--- src/shared/cae_pkg.sv ---
package cae_pkg;

   // ------------------------------------------------------------
   // register byte addresses
   // ------------------------------------------------------------
   localparam logic [31:0] ADDR_ALARM_TIME = 32'h400e1a70;
   localparam logic [31:0] ADDR_ALARM_DATE = 32'h400e1a74;
   localparam logic [31:0] ADDR_FLAGS = 32'h400e1a78;
   localparam logic [31:0] ADDR_FLAG_CLEAR = 32'h400e1a7c;
   localparam logic [31:0] ADDR_IRQ_SET = 32'h400e1a80;
   localparam logic [31:0] ADDR_IRQ_CLR = 32'h400e1a84;
   localparam logic [31:0] ADDR_IRQ_MASK = 32'h400e1a88;
   localparam logic [31:0] ADDR_CALENDAR = 32'h400e1a6c;
   localparam logic [31:0] ADDR_CONTROL = 32'h400e1a60;
   localparam logic [31:0] ADDR_LOCK = 32'h400e1b44;

   // ------------------------------------------------------------
   // field positions
   // ------------------------------------------------------------
   localparam int SEC_EN_BIT = 7;
   localparam int MIN_EN_BIT = 15;
   localparam int MERIDIEM_BIT = 22;
   localparam int HOUR_EN_BIT = 23;
   localparam int MONTH_EN_BIT = 23;
   localparam int DOM_EN_BIT = 31;
   localparam int FLAG_GRANT = 0;
   localparam int FLAG_ALARM = 1;
   localparam int FLAG_TICK = 2;
   localparam int FLAG_TIME = 3;
   localparam int FLAG_DATE = 4;
   localparam int NUM_FLAGS = 5;
   localparam int TIME_SEL_LSB = 8;
   localparam int DATE_SEL_LSB = 16;
   localparam int LOCK_BIT = 0;

   // ------------------------------------------------------------
   // masks, keys and reset values
   // ------------------------------------------------------------
   localparam logic [31:0] ALARM_TIME_MASK = 32'h00ffffff;
   localparam logic [31:0] ALARM_DATE_MASK = 32'hbf9f0000;
   localparam logic [31:0] CALENDAR_MASK = 32'h3fffff7f;
   localparam logic [31:0] CONTROL_MASK = 32'h00030300;
   localparam logic [23:0] LOCK_KEY = 24'h525443;
   localparam logic [31:0] RST_ALARM_TIME = 32'h00000000;
   localparam logic [31:0] RST_ALARM_DATE = 32'h01010000;
   localparam logic [31:0] RST_CALENDAR = 32'h01210720;
   localparam logic [31:0] RST_CONTROL = 32'h00000000;
   localparam logic [7:0] BCD_NOON = 8'h12;

   // ------------------------------------------------------------
   // types
   // ------------------------------------------------------------
   typedef enum logic [1:0] {
      TEV_MINUTE = 2'h0,
      TEV_HOUR = 2'h1,
      TEV_MIDNIGHT = 2'h2,
      TEV_NOON = 2'h3
   } cae_time_ev_t;

   typedef enum logic [1:0] {
      CEV_WEEK = 2'h0,
      CEV_MONTH = 2'h1,
      CEV_YEAR = 2'h2,
      CEV_NONE = 2'h3
   } cae_date_ev_t;

   // one-cycle change strobes from the counter logic
   typedef struct packed {
      logic tick;
      logic minute_change;
      logic hour_change;
      logic day_change;
      logic week_change;
      logic month_change;
      logic year_change;
   } cae_events_t;

   // current counter values, bcd
   typedef struct packed {
      logic [6:0] sec;
      logic [6:0] min;
      logic [5:0] hour;
      logic meridiem_flag;
      logic [4:0] month;
      logic [5:0] dom;
   } cae_now_t;

   typedef struct packed {
      logic [31:0] alarm_time;
      logic [31:0] alarm_date;
      logic [31:0] calendar;
      logic [31:0] control;
      logic lock_on;
      logic [NUM_FLAGS-1:0] flags;
      logic [NUM_FLAGS-1:0] mask;
      logic irq;
      logic pready;
      logic pslverr;
      logic [31:0] prdata;
   } cae_state_t;

endpackage
--- src/rtl/cae_regs.sv ---
`timescale 1ns/1ps
// Functional notes
// - century field bcd, legal settings 19 to 20
// - year field bcd, legal settings 00 to 99
// - month field bcd, legal settings 01 to 12
// - day of week 1 to 7, no effect on day counting
// - day of month bcd, legal settings 01 to 31
// - bcd fields: units in low nibble, tens above
// - unused calendar register bits read zero
// - alarm register writes ignored while lock is on
// - second/minute alarm values, enables at bits 7 and 15
// - hour alarm with meridiem bit 22, enable bit 23
// - month alarm enable 23, day-of-month enable 31
// - alarm flag bit 1 sets on match, sticky until cleared
// - status bit 0 shows update granted
// - status bit 2 sticky on second tick
// - status bit 3 sticky on selected time event
// - status bit 4 sticky on selected calendar event
// - flag clear register: write one clears flag
// - irq enable register: write one sets mask bit
// - irq disable register: write one clears mask bit
// - mask register reads current mask bits
// - lock bit changes only with the correct key
module cae_regs
   import cae_pkg::*;
(
   input wire logic sys_clk,
   input wire logic rst,
   input wire logic psel,
   input wire logic penable,
   input wire logic pwrite,
   input wire logic [31:0] paddr,
   input wire logic [31:0] pwdata,
   input wire logic [3:0] pstrb,
   output logic [31:0] prdata,
   output logic pready,
   output logic pslverr,
   input wire logic update_granted,
   input wire cae_events_t events,
   input wire cae_now_t now,
   output logic [31:0] calendar_value,
   output logic [31:0] control_value,
   output logic lock_on,
   output logic irq
);

   // ------------------------------------------------------------
   // helpers
   // ------------------------------------------------------------
   function automatic logic [31:0] merge_bytes(input logic [31:0] old,
      input logic [31:0] wd, input logic [3:0] be,
      input logic [31:0] keep);
      logic [31:0] r;
      r = old;
      for (int i = 0; i < 4; i++) begin
         if (be[i]) begin
            r[i*8 +: 8] = wd[i*8 +: 8];
         end
      end
      merge_bytes = r & keep;
   endfunction

   // checks a two digit bcd value against a range
   function automatic logic bcd_ok(input logic [7:0] v,
      input logic [7:0] lo, input logic [7:0] hi);
      bcd_ok = (v[3:0] <= 4'h9) && (v[7:4] <= 4'h9) &&
         (v >= lo) && (v <= hi);
   endfunction

   // ------------------------------------------------------------
   // state
   // ------------------------------------------------------------
   cae_state_t st;
   cae_state_t next_st;

   logic access;
   logic wr;
   logic rd;
   logic alarm_hit;
   logic time_ev;
   logic date_ev;
   logic cal_ok;
   logic [NUM_FLAGS-1:0] raise;
   logic [NUM_FLAGS-1:0] wipe;
   logic [31:0] wmask;
   logic [31:0] cal_wr;

   // ------------------------------------------------------------
   // event and match logic
   // ------------------------------------------------------------
   always_comb begin
      // disabled fields never block a match
      alarm_hit = (!st.alarm_time[SEC_EN_BIT] ||
            st.alarm_time[6:0] == now.sec) &&
         (!st.alarm_time[MIN_EN_BIT] ||
            st.alarm_time[14:8] == now.min) &&
         (!st.alarm_time[HOUR_EN_BIT] ||
            (st.alarm_time[21:16] == now.hour &&
             st.alarm_time[MERIDIEM_BIT] == now.meridiem_flag)) &&
         (!st.alarm_date[MONTH_EN_BIT] ||
            st.alarm_date[20:16] == now.month) &&
         (!st.alarm_date[DOM_EN_BIT] ||
            st.alarm_date[29:24] == now.dom);
      // an all-disabled alarm would fire forever; require one enable
      alarm_hit = alarm_hit && events.tick &&
         (st.alarm_time[SEC_EN_BIT] || st.alarm_time[MIN_EN_BIT] ||
          st.alarm_time[HOUR_EN_BIT] || st.alarm_date[MONTH_EN_BIT] ||
          st.alarm_date[DOM_EN_BIT]);
      unique case (cae_time_ev_t'(st.control[TIME_SEL_LSB +: 2]))
         TEV_MINUTE: time_ev = events.minute_change;
         TEV_HOUR: time_ev = events.hour_change;
         TEV_MIDNIGHT: time_ev = events.day_change;
         TEV_NOON: time_ev = events.hour_change &&
            {2'h0, now.hour} == BCD_NOON;
      endcase
      unique case (cae_date_ev_t'(st.control[DATE_SEL_LSB +: 2]))
         CEV_WEEK: date_ev = events.week_change;
         CEV_MONTH: date_ev = events.month_change;
         CEV_YEAR: date_ev = events.year_change;
         CEV_NONE: date_ev = 1'b0;
      endcase
      raise = '0;
      raise[FLAG_GRANT] = update_granted;
      raise[FLAG_ALARM] = alarm_hit;
      raise[FLAG_TICK] = events.tick;
      raise[FLAG_TIME] = time_ev;
      raise[FLAG_DATE] = date_ev;
   end

   // ------------------------------------------------------------
   // bus and register update
   // ------------------------------------------------------------
   always_comb begin
      next_st = st;
      access = psel && penable && !st.pready;
      wr = access && pwrite;
      rd = access && !pwrite;
      wipe = '0;
      next_st.pready = access;
      next_st.pslverr = 1'b0;
      next_st.prdata = '0;
      cal_wr = merge_bytes(st.calendar, pwdata, pstrb, CALENDAR_MASK);
      // reject out of range calendar values, keep the old one
      cal_ok = bcd_ok(cal_wr[7:0], 8'h19, 8'h20) &&
         bcd_ok(cal_wr[15:8], 8'h00, 8'h99) &&
         bcd_ok({3'h0, cal_wr[20:16]}, 8'h01, 8'h12) &&
         cal_wr[23:21] >= 3'h1 && cal_wr[23:21] <= 3'h7 &&
         bcd_ok({2'h0, cal_wr[29:24]}, 8'h01, 8'h31);
      wmask = pwdata & {{(32-NUM_FLAGS){1'b0}}, {NUM_FLAGS{1'b1}}};
      if (wr) begin
         unique case (paddr)
            ADDR_ALARM_TIME: begin
               if (!st.lock_on) begin
                  next_st.alarm_time = merge_bytes(st.alarm_time, pwdata,
                     pstrb, ALARM_TIME_MASK);
               end
            end
            ADDR_ALARM_DATE: begin
               if (!st.lock_on) begin
                  next_st.alarm_date = merge_bytes(st.alarm_date, pwdata,
                     pstrb, ALARM_DATE_MASK);
               end
            end
            ADDR_CALENDAR: begin
               if (cal_ok) begin
                  next_st.calendar = cal_wr;
               end else begin
                  next_st.pslverr = 1'b1;
               end
            end
            ADDR_CONTROL: begin
               if (!st.lock_on) begin
                  next_st.control = merge_bytes(st.control, pwdata,
                     pstrb, CONTROL_MASK);
               end
            end
            ADDR_LOCK: begin
               if (pwdata[31:8] == LOCK_KEY) begin
                  next_st.lock_on = pwdata[LOCK_BIT];
               end
            end
            ADDR_FLAG_CLEAR: wipe = wmask[NUM_FLAGS-1:0];
            ADDR_IRQ_SET: begin
               next_st.mask = st.mask | wmask[NUM_FLAGS-1:0];
            end
            ADDR_IRQ_CLR: begin
               next_st.mask = st.mask & ~wmask[NUM_FLAGS-1:0];
            end
            ADDR_FLAGS, ADDR_IRQ_MASK: next_st.pslverr = 1'b0;
            default: next_st.pslverr = 1'b1;
         endcase
      end
      if (rd) begin
         unique case (paddr)
            ADDR_ALARM_TIME: next_st.prdata = st.alarm_time;
            ADDR_ALARM_DATE: next_st.prdata = st.alarm_date;
            ADDR_CALENDAR: next_st.prdata = st.calendar;
            ADDR_CONTROL: next_st.prdata = st.control;
            ADDR_LOCK: next_st.prdata = {31'h0, st.lock_on};
            ADDR_FLAGS: next_st.prdata = {27'h0, st.flags};
            ADDR_IRQ_MASK: next_st.prdata = {27'h0, st.mask};
            ADDR_FLAG_CLEAR, ADDR_IRQ_SET, ADDR_IRQ_CLR:
               next_st.prdata = '0;
            default: next_st.pslverr = 1'b1;
         endcase
      end
      // a new event in the clearing cycle wins over the clear
      next_st.flags = (st.flags & ~wipe) | raise;
      next_st.irq = |(next_st.flags & next_st.mask);
   end

   always_ff @(posedge sys_clk or posedge rst) begin
      if (rst) begin
         st <= '{alarm_time: RST_ALARM_TIME, alarm_date: RST_ALARM_DATE,
            calendar: RST_CALENDAR, control: RST_CONTROL,
            default: '0};
      end else begin
         st <= next_st;
      end
   end

   // ------------------------------------------------------------
   // outputs
   // ------------------------------------------------------------
   assign prdata = st.prdata;
   assign pready = st.pready;
   assign pslverr = st.pslverr;
   assign calendar_value = st.calendar;
   assign control_value = st.control;
   assign lock_on = st.lock_on;
   assign irq = st.irq;

endmodule

--- config.mk ---
export PLATFORM = sky130hd
export DESIGN_NAME = cae_regs
export DESIGN_NICKNAME = d
export VERILOG_FILES = /design/src/shared/cae_pkg.sv /design/src/rtl/cae_regs.sv
export SDC_FILE = /design/constraint.sdc
export NUM_CORES = 1
export LEC_CHECK = 0
export ABC_AREA = 1
export BUFFER_PORTS_ARGS = -buffer_cell sky130_fd_sc_hd__buf_4
export CORE_MARGIN = 2
export CORE_UTILIZATION = 53
export DETAILED_ROUTE_END_ITERATION = 7
export PLACE_DENSITY = 0.82
export SLEW_MARGIN = 25
export SYNTH_ARGS = -nofsm -noshare
export SYNTH_HDL_FRONTEND = slang
export SYNTH_SLANG_ARGS = --single-unit
--- constraint.sdc ---
create_clock -name sys_clk -period 4.2 [get_ports sys_clk]
set_clock_uncertainty 0.15 [all_clocks]
set_input_delay 0.42 -clock sys_clk [delete_from_list [all_inputs] [get_ports sys_clk]]
set_output_delay 0.42 -clock sys_clk [all_outputs]
set_load 0.02 [all_outputs]
==> metrics.md, run 1 <==
| Metric | Value |
|---|---|
| Clock Path Buffers | 2 |
| Vias in the first global route | 6476 |
| Post-DP Area | 0.00825 mm2 |
| Finished Cell Area | 0.00886 mm2 |
| Most frequent cells in the layout | nand2_1 (334), buf_4 (185), inv_1 (158), dfrtp_1 (106), nor2_1 (73) |
| I/O pins | 213 |
| Final-stage net count | 1275 |
| Synth warn | 0 |
| Top cell type's share of synthesized area | 0.358 |
| DRC | 0 |
| Std-Cell Core Area | 0.0138 mm2 |
| Slew headroom | 0.473 |
| RR Endpoint | irq |
| Status | complete, no violations |
| Max Slew Vio Count | 0 |
| Worst-path clk slew | 0.05 ns |
| WP data arrival | 2.79 ns |
| Post-synthesis adder-cell area fraction | 0 |
| Antenna fix cells | 0 |
| Synth Cell Area | 0.00742 mm2 |
| Maximum fanout along the worst path | 16 |
| Vias/cell | 5.01 |
| Synth Register Bits | 115 |
| Pleak | 4.84 nW |
| Post-synth EDFFs | 0 |
| Routed wire length | 19.6 mm |
| Row cnt | 43 |
| CTS tree | built |
| Placer's final routability congestion estimate | 0.885 |
| Seq/Total Area, Yosys | 0.390 |
| CTS Root Cell | clkbuf_16 |
| Crit Path Class | flop to flop |
| Simple-gate share of the synthesized area | 0.307 |
| Cell accounting for the most synthesized area | dfrtp_1 |
| Setup bufs post-CTS | 0 |
| FMAX | 378 MHz |
| IO Port Bufs | 180 |
| Initial DRT Pass Iterations | 6 |
| CTS HTree Levels | 4 |
| Final setup fails | 0 |
| Average wire per standard cell | 14.5 um |
| Vias after detailed routing | 6795 |
| Main flop type after synthesis | dfrtp_1 |
| Reg-to-reg slack, setup | 1.56 ns |
| Post-synthesis async set-or-reset flop share | 1.00 |
| Initial Util | 0.538 |
| VDD IR max | 0.000281 V |
| HP Class | primary input to async pin |
| Clock Latency Late Sink | 0.42 ns |
| Final Cycle Share | 0.630 |
| Cell count of the worst reg-to-reg path | 11 |
| Max Cap Viol | 0 |
| Crit Reg-Reg Startpoint | pready |
| PwrDens | 322 mW/mm2 |
| Mux cell area share after synthesis | 0 |
| Initial antenna violation count | 0 |
| Final Hold Vio Count | 0 |
| Largest net degree at the start of global routing | 65 |
| Synth top area cells | dfrtp_1 (36%), nand2_1 (17%), buf_4 (10%) |
| Cts bufs inserted | 17 |
| Layout cells sized above 1 | 0.235 |
| CP required | 4.35 ns |
| Initial detailed-routing violation count | 648 |
| Gr usage total | 0.271 |
| Clk sinks | 115 |
| HPWL after DPL | 14.5 mm |
| Die X | 122 um |
| Total die area | 0.0150 mm2 |
| Min Tclk post-route | 2.64 ns |
| TNS Setup | 0 ns |
| Area delta synth->final | 19.4% |
| Cts hold-fix bufs | 0 |
| Gate Count Post-Synth | 1049 |
| Final ANT Viol Nets | 0 |
| Die Ht | 122 um |
| Synth cell types | 37 |
| Compound-cell area share of the yosys netlist | 0.0744 |
| Xor and xnor area share after synthesis | 0.0236 |
| First-pass GRT wire length | 31.1 mm |
| CP Launch Type | flop |
| Final core utilization | 0.643 |
| Post_cts resized | 0 |
| Grt ovf | 0 |
| Largest family of logic cells by synthesized area | simple AND/OR/NAND/NOR gates |
| Commonest non-fill, non-tap cell in the layout | nand2_1 |
| Avg Synthesized Cell Area | 7.07 um2 |
| Crit path capture type | flop |
| RSZ-0062 raised after global routing | no |
| Worst-Margin Slew | 0.790 ns |
[logic make-up (layout without fill, tap and decap cells)]
| family | after synthesis | after routing |
|---|---|---|
| and+or+nand+nor | 521 | 521 |
| xor gates and xnor gates | 20 | 20 |
| DFF | 115 | 115 |
| buffers and inverters | 287 | 382 |
| AOI/OAI and AO/OA | 105 | 105 |
| other | 1 | 32 |
[state kept, by name (all words and copies together), names as in the netlist]
signal / flops
control_value: 4
prdata: 31
pready: 1
calendar_value: 29
pslverr: 1
irq: 1
lock_on: 1
st: 47
[where the power goes]
part           total [mW]  switching, mW  internal [mW]
logic               0.259          0.154          0.105
clock network        1.47          0.501          0.972
registers            1.12        0.00207           1.11
total                2.85          0.657           2.19
[per-stage QoR]
step / instances / hold WS, ns / worst slack, ns / power [mW]
6_report: 1355 / 0.00351 / 1.56 / 2.85
5_1_grt: 1355 / 0.0566 / 1.32 / 2.95
4_1_cts: 1355 / 0.0395 / 1.59 / 2.86
3_5_place_dp: 1323 / 0.329 / 1.51 / 1.39
3_3_place_gp: 1323 / 0.322 / 1.60 / 1.39
2_1_floorplan: 1080 / 0.304 / 0.601 / 1.29
[synthesized netlist by cell type, drive strengths merged (2+ instances only)]
library cell,instances
nand3b,2
inv,164
xor2,8
nand4,9
nor2,108
clkbuf,5
buf,117
dfrtp,106
nand2,339
o21ai,78
a21oi,9
nand3,51
o22ai,16
nor4,5
nor3,6
xnor2,12
dfstp,9
[metal layers]
| metal | global-route usage | wire length [um] | part of all wire | vias up |
|---|---|---|---|---|
| li1 | - | - | - | 3306 |
| met1 | 0.349 | 7950 | 0.40 | 3108 |
| met3 | 0.0651 | 1840 | 0.094 | 45 |
| met4 | 0.118 | 672 | 0.034 | 0 |
| met2 | 0.438 | 9170 | 0.47 | 336 |
| met5 | 0 | 0 | 0 | - |
[critical path, stage by stage, from the launching register on]
cell and delay, ns:
dfrtp_1 0.39, inv_1 0.06, nand3_1 0.07, inv_1 0.07
nand2_1 0.37, inv_1 0.49, buf_4 0.32, nand2_1 0.12
o21ai_0 0.17, o21ai_0 0.13, nand2_1 0.10, nand2_1 0.07
[final cells by class]
type                    instances  area, um2
fillers                      1217       4920
multi-input cells             678       3120
flip-flops and latches        115       2890
repair buffers                185       1390
inverters                     165        624
clock buffers                  22        474
well taps                     180        225
clock inverters                10        130
[worst max path at each step]
stage | start | endpoint | depth (start not counted) | slack [ns]
6_report | pready | irq | 11 | 1.56
5_1_grt | pready | st[137] | 9 | 1.32
4_1_cts | pready | irq | 11 | 1.59
3_5_place_dp | paddr[31] | st[145] | 9 | 1.51
3_3_place_gp | psel | st[141] | 9 | 1.60
2_1_floorplan | rst | calendar_value[0] | 1 | 0.60
No activity file was read; power rests on OpenSTA's default activity.
==> run 2, diff against run 1 <==
Clock period 4.2 ns to 2.65 ns, I/O delays scaled along.
==> run 2 against run 1 <==
Net effect: sequential cell count stayed put; non-clock buffer count grew 41; clock power up 52%; wire length up 2.7%; setup slack lost 1.2 ns; via count is 2.5% higher; utilization grew 2.8 points; sequential share of layout area shrank 1.3 points; global-route usage increased by 0.061 points; count of clock-buffer cells in the layout increased by 5; fmax increased by 13%; total power is 57% higher; largest cell class unchanged; largest power group unchanged.
==> metrics.md, run 2 (synthesis gave the netlist of run 1 again) <==
| Metric | Value |
|---|---|
| Finished Cell Area | 0.00924 mm2 |
| Area of the multi-input gates | 0.00312 mm2 |
| Grt ovf | 0 |
| Clk sinks | 115 |
| Average wire per standard cell | 14.4 um |
| Cts bufs inserted | 17 |
| Placer's final routability congestion estimate | 0.899 |
| Crit path capture type | flop |
| Most frequent cells in the layout | nand2_1 (334), buf_4 (191), inv_1 (158), dfrtp_1 (106), nor2_1 (73) |
| WP data arrival | 2.52 ns |
| Commonest non-fill, non-tap cell in the layout | nand2_1 |
| Pleak | 5.01 nW |
| Largest net degree at the start of global routing | 56 |
| Crit-path cells | inv_1 > o21ai_0 > nand2_1 > o21ai_0 > o21ai_1 > nor2_1 > nand3_1 > inv_2 > nand3_1 > nand2_1 |
| Die Ht | 122 um |
| FF/Latch Area | 0.00289 mm2 |
| Clock power share | 0.500 |
| HPWL after DPL | 14.9 mm |
| Crit Path Class | flop to flop |
| PwrDens | 483 mW/mm2 |
| RSZ-0062 raised after global routing | no |
| Fillers | 1127 |
| Worst-path clk slew | 0.05 ns |
| Slack of the critical path | 0.318 ns |
| Area delta synth->final | 24.5% |
| Die X | 122 um |
| TNS Setup | 0 ns |
| Number of flip-flops in the largest register | 47 |
| Std-Cell Core Area | 0.0138 mm2 |
| Cts hold-fix bufs | 34 |
| Logic pwr share | 0.103 |
| Psw | 1.02 mW |
| Layout cells sized above 1 | 0.229 |
| Pint | 3.45 mW |
| Clock Latency Late Sink | 0.41 ns |
| Status | complete, no violations |
| Maximum fanout along the worst path | 24 |
| Final Hold Vio Count | 0 |
| Vias after detailed routing | 6967 |
| Reg with most FFs | st |
| FMAX | 429 MHz |
| Initial detailed-routing violation count | 554 |
| CTS tree | built |
| Slew headroom | 0.505 |
| Final-stage net count | 1316 |
| CP Buf/Inv Count | 2 |
| Initial DRT Pass Iterations | 6 |
| Part of the power in registers | 0.396 |
| Initial antenna violation count | 0 |
| CTS HTree Levels | 4 |
| Max incr delay on CP | 0.54 ns |
| Clock Path Buffers | 2 |
| Final ANT Viol Nets | 0 |
| Routed wire length | 20.2 mm |
| Switch share | 0.228 |
| Final Cycle Share | 0.880 |
| I/O pins | 213 |
| Crit path max-delay cell type | dfstp_2 |
| Initial Util | 0.538 |
| Worst-Margin Slew | 0.741 ns |
| DRC | 0 |
| Gr usage total | 0.272 |
| First-pass GRT wire length | 31.5 mm |
| Post_cts resized | 0 |
| Pre-CTS setup slack | 0.271 ns |
| Crit path max-delay family | simple AND/OR/NAND/NOR gates |
| Antenna fix cells | 0 |
| Min Tclk post-route | 2.33 ns |
| Max Cap Viol | 0 |
| CP required | 2.84 ns |
| VDD IR max | 0.000424 V |
| CP Launch Type | flop |
| Post-DP Area | 0.00832 mm2 |
| CTS Root Cell | clkbuf_16 |
| Max Slew Vio Count | 0 |
| Vias in the first global route | 6742 |
| Setup bufs post-CTS | 0 |
| Total Power | 4.46 mW |
| Total die area | 0.0150 mm2 |
| HP Class | primary input to flop |
| Vias/cell | 4.99 |
| Final core utilization | 0.671 |
| IO Port Bufs | 180 |
| Final setup fails | 0 |
| Row cnt | 43 |
run 2: changes by cell type in the layout (fill, tap and decap cells not counted):
cell,before,now
buf_4,185,191
buf_12,0,1
clkbuf_1,2,6
dlygate4sd3_1,0,34
clkinvlp_4,2,1
clkinv_2,5,3
clkbuf_8,3,4
inv_4,2,1
bufinv_16,3,2
run 2: final timing paths:
path	startpoint	endpoint	slack (ns)	cells past startpoint
worst max-delay path	calendar_value[5]	calendar_value[3]	0.32	10
worst min-delay path	pwdata[25]	st[135]	0.005	3
worst max register to register	calendar_value[5]	calendar_value[3]	0.32	10
worst min register to register	calendar_value[5]	calendar_value[5]	0.33	2
max in group asynchronous	rst	st[134]	1.17	4
min in group asynchronous	rst	st[150]	0.39	3
run 2: power groups by stage:
stage	clock [mW]	sequential (mW)	combinational, mW
2_1_floorplan	0	1.80	0.242
3_3_place_gp	0	1.80	0.409
3_5_place_dp	0	1.80	0.414
4_1_cts	2.25	1.77	0.458
5_1_grt	2.35	1.77	0.507
6_report	2.23	1.77	0.460
run 2: layer usage:
layer	track usage	part of all wire
met1	0.343	0.41
met2	0.461	0.48
met3	0.0544	0.085
met4	0.104	0.026
met5	0	0
run 2: area by class of cell:
type	instances	area share
Multi-Input combinational cell	678	0.338
Sequential cell	115	0.313
Timing Repair Buffer	226	0.194
Inverter	165	0.0677
Clock buffer	27	0.0545
Tap cell	180	0.0244
Clock inverter	5	0.00813
run 2: stage by stage:
stage          hold WS (ns)  instances
2_1_floorplan         0.224       1080
3_3_place_gp          0.272       1330
3_5_place_dp          0.277       1330
4_1_cts             0.00182       1396
5_1_grt             0.00676       1396
6_report            0.00535       1396
run 2: worst register-to-register path, cell delays in order (launching register included):
cell     delay (ns)
dfstp_2        0.54
inv_1          0.05
o21ai_0        0.29
nand2_1        0.08
o21ai_0        0.10
o21ai_1        0.10
nor2_1         0.13
nand3_1        0.12
inv_2          0.37
nand3_1        0.21
nand2_1        0.12
==> run 3, diff against run 2 <==
==> constraint.sdc (replaced) <==
create_clock -name sys_clk -period 2.65 [get_ports sys_clk]
set_clock_uncertainty 0.15 [all_clocks]
set_input_delay 0.795 -clock sys_clk [delete_from_list [all_inputs] [get_ports sys_clk]]
set_output_delay 0.795 -clock sys_clk [all_outputs]
set_load 0.02 [all_outputs]
==> run 3 against run 2 <==
Net effect: count of clock-buffer cells in the layout is 6 lower; cell count is 1.3% lower; hold slack better by 0.32 ns; largest cell class unchanged; largest power group unchanged; critical path type is now flop to output port; register-to-register slack better by 0.24 ns.
==> metrics.md, run 3 (synthesis gave the netlist of run 1 again) <==
| Metric | Value |
|---|---|
| Status | complete, no violations |
| CTS Root Cell | clkbuf_16 |
| Logic pwr share | 0.099 |
| Antenna fix cells | 0 |
| CP Launch Point | lock_on |
| Max Slew Vio Count | 0 |
| Pleak | 4.93 nW |
| Number of flip-flops in the largest register | 47 |
| Crit Path Class | flop to output port |
| Cell count of the worst reg-to-reg path | 10 |
| Initial Util | 0.538 |
| Vias in the first global route | 6540 |
| Worst-path clk slew | 0.05 ns |
| RSZ-0062 raised after global routing | no |
| Crit path max-delay cell type | dfrtp_1 |
| PwrDens | 466 mW/mm2 |
| Psw | 1.03 mW |
| Placer's final routability congestion estimate | 0.924 |
| CP Launch Type | flop |
| Pint | 3.16 mW |
| Die X | 122 um |
| Largest net degree at the start of global routing | 116 |
| Post_cts resized | 0 |
| Reg-to-reg slack, setup | 0.56 ns |
| Row cnt | 43 |
| Part of the power in registers | 0.422 |
| Min Tclk post-route | 2.13 ns |
| Max Cap Viol | 0 |
| First-pass GRT wire length | 30.8 mm |
| Post-DP Area | 0.00848 mm2 |
| Vias/cell | 4.94 |
| HPWL after DPL | 14.7 mm |
| Initial antenna violation count | 0 |
| Final Hold Vio Count | 0 |
| Pre-CTS setup slack | 0.129 ns |
| Final-stage net count | 1298 |
| Reg with most FFs | st |
| Grt ovf | 0 |
| Total Power | 4.19 mW |
| Max incr delay on CP | 0.55 ns |
| Gr usage total | 0.266 |
| Initial DRT Pass Iterations | 8 |
| IO Port Bufs | 180 |
| CTS tree | built |
| Maximum fanout along the worst path | 6 |
| Clock Latency Late Sink | 0.41 ns |
| Switch share | 0.246 |
| Final Cycle Share | 0.802 |
| Critical Path Stages | 1 |
| Crit Reg-Reg Startpoint | calendar_value[5] |
| DRC | 0 |
| Finished Cell Area | 0.00900 mm2 |
| Average wire per standard cell | 13.9 um |
| Clock power share | 0.479 |
| HP Class | flop to flop |
| Vias after detailed routing | 6813 |
| WP data arrival | 1.18 ns |
| Slew headroom | 0.580 |
| I/O pins | 213 |
| Clock Path Buffers | 2 |
| VDD IR max | 0.000429 V |
| Slack of the critical path | 0.525 ns |
| Crit path capture type | output port |
| CP Capture Point | lock_on |
| Initial detailed-routing violation count | 591 |
| Crit-path cells | buf_4 |
| Final setup fails | 0 |
| Die Ht | 122 um |
| Crit path max-delay family | flip-flops |
| Setup bufs post-CTS | 0 |
| Clk sinks | 115 |
| Area delta synth->final | 21.3% |
| Most frequent cells in the layout | nand2_1 (334), buf_4 (204), inv_1 (158), dfrtp_1 (106), nor2_1 (73) |
| RR Endpoint | calendar_value[23] |
| FMAX | 470 MHz |
| Routed wire length | 19.1 mm |
| Cts hold-fix bufs | 0 |
| Commonest non-fill, non-tap cell in the layout | nand2_1 |
| CP Buf/Inv Count | 1 |
| CP required | 1.71 ns |
| CTS HTree Levels | 4 |
| Fillers | 1161 |
| TNS Setup | 0 ns |
| Std-Cell Core Area | 0.0138 mm2 |
| Cts bufs inserted | 17 |
| Layout cells sized above 1 | 0.250 |
| Worst-Margin Slew | 0.630 ns |
| Final ANT Viol Nets | 0 |
| Total die area | 0.0150 mm2 |
==> run 3: changes by cell type in the layout (fill, tap and decap cells not counted) <==
cell	delta
buf_12	+3
buf_4	+13
bufinv_16	-2
clkbuf_1	-4
clkbuf_8	-2
clkinv_2	+5
clkinvlp_4	+3
dlygate4sd3_1	-34
==> run 3: per-layer routing <==
| layer | global-route usage | up-vias | share of wire |
|---|---|---|---|
| met5 | 0 | - | 0 |
| met4 | 0.0977 | 0 | 0.025 |
| met3 | 0.0655 | 41 | 0.088 |
| met2 | 0.441 | 338 | 0.48 |
| met1 | 0.339 | 3090 | 0.41 |
| li1 | - | 3344 | - |
==> run 3: through the flow <==
stage	hold slack (ns)	cells	util
final	0.325	1378	0.653
after global placement	0.315	1346	0.615
after global routing	0.332	1378	0.653
after detailed placement	0.316	1346	0.615
after floorplan	0.304	1080	-
after CTS	0.326	1378	0.653
==> run 3: layout make-up <==
cell class / instances / area, um2 / area share
Multi-Input combinational cell: 678 / 3120 / 0.347
Timing Repair Buffer: 208 / 1610 / 0.179
Sequential cell: 115 / 2890 / 0.321
Clock inverter: 11 / 62.6 / 0.00695
Clock buffer: 21 / 460 / 0.0512
Inverter: 165 / 626 / 0.0695
Tap cell: 180 / 225 / 0.0250
==> run 3: how the worst min path moves through the flow <==
stage	to	slack [ns]	start	cells after the start
2_1_floorplan	calendar_value[10]	0.30	calendar_value[10]	2
3_3_place_gp	calendar_value[9]	0.31	calendar_value[9]	2
3_5_place_dp	calendar_value[21]	0.32	calendar_value[21]	2
4_1_cts	calendar_value[21]	0.33	calendar_value[21]	2
5_1_grt	calendar_value[21]	0.33	calendar_value[21]	2
6_report	calendar_value[21]	0.32	calendar_value[21]	2
==> run 3: power groups by stage <==
stage | registers, mW | clock network [mW] | logic [mW]
5_1_grt | 1.77 | 2.11 | 0.464
4_1_cts | 1.77 | 2.02 | 0.415
6_report | 1.77 | 2.01 | 0.415
2_1_floorplan | 1.80 | 0 | 0.242
3_3_place_gp | 1.80 | 0 | 0.407
3_5_place_dp | 1.80 | 0 | 0.412
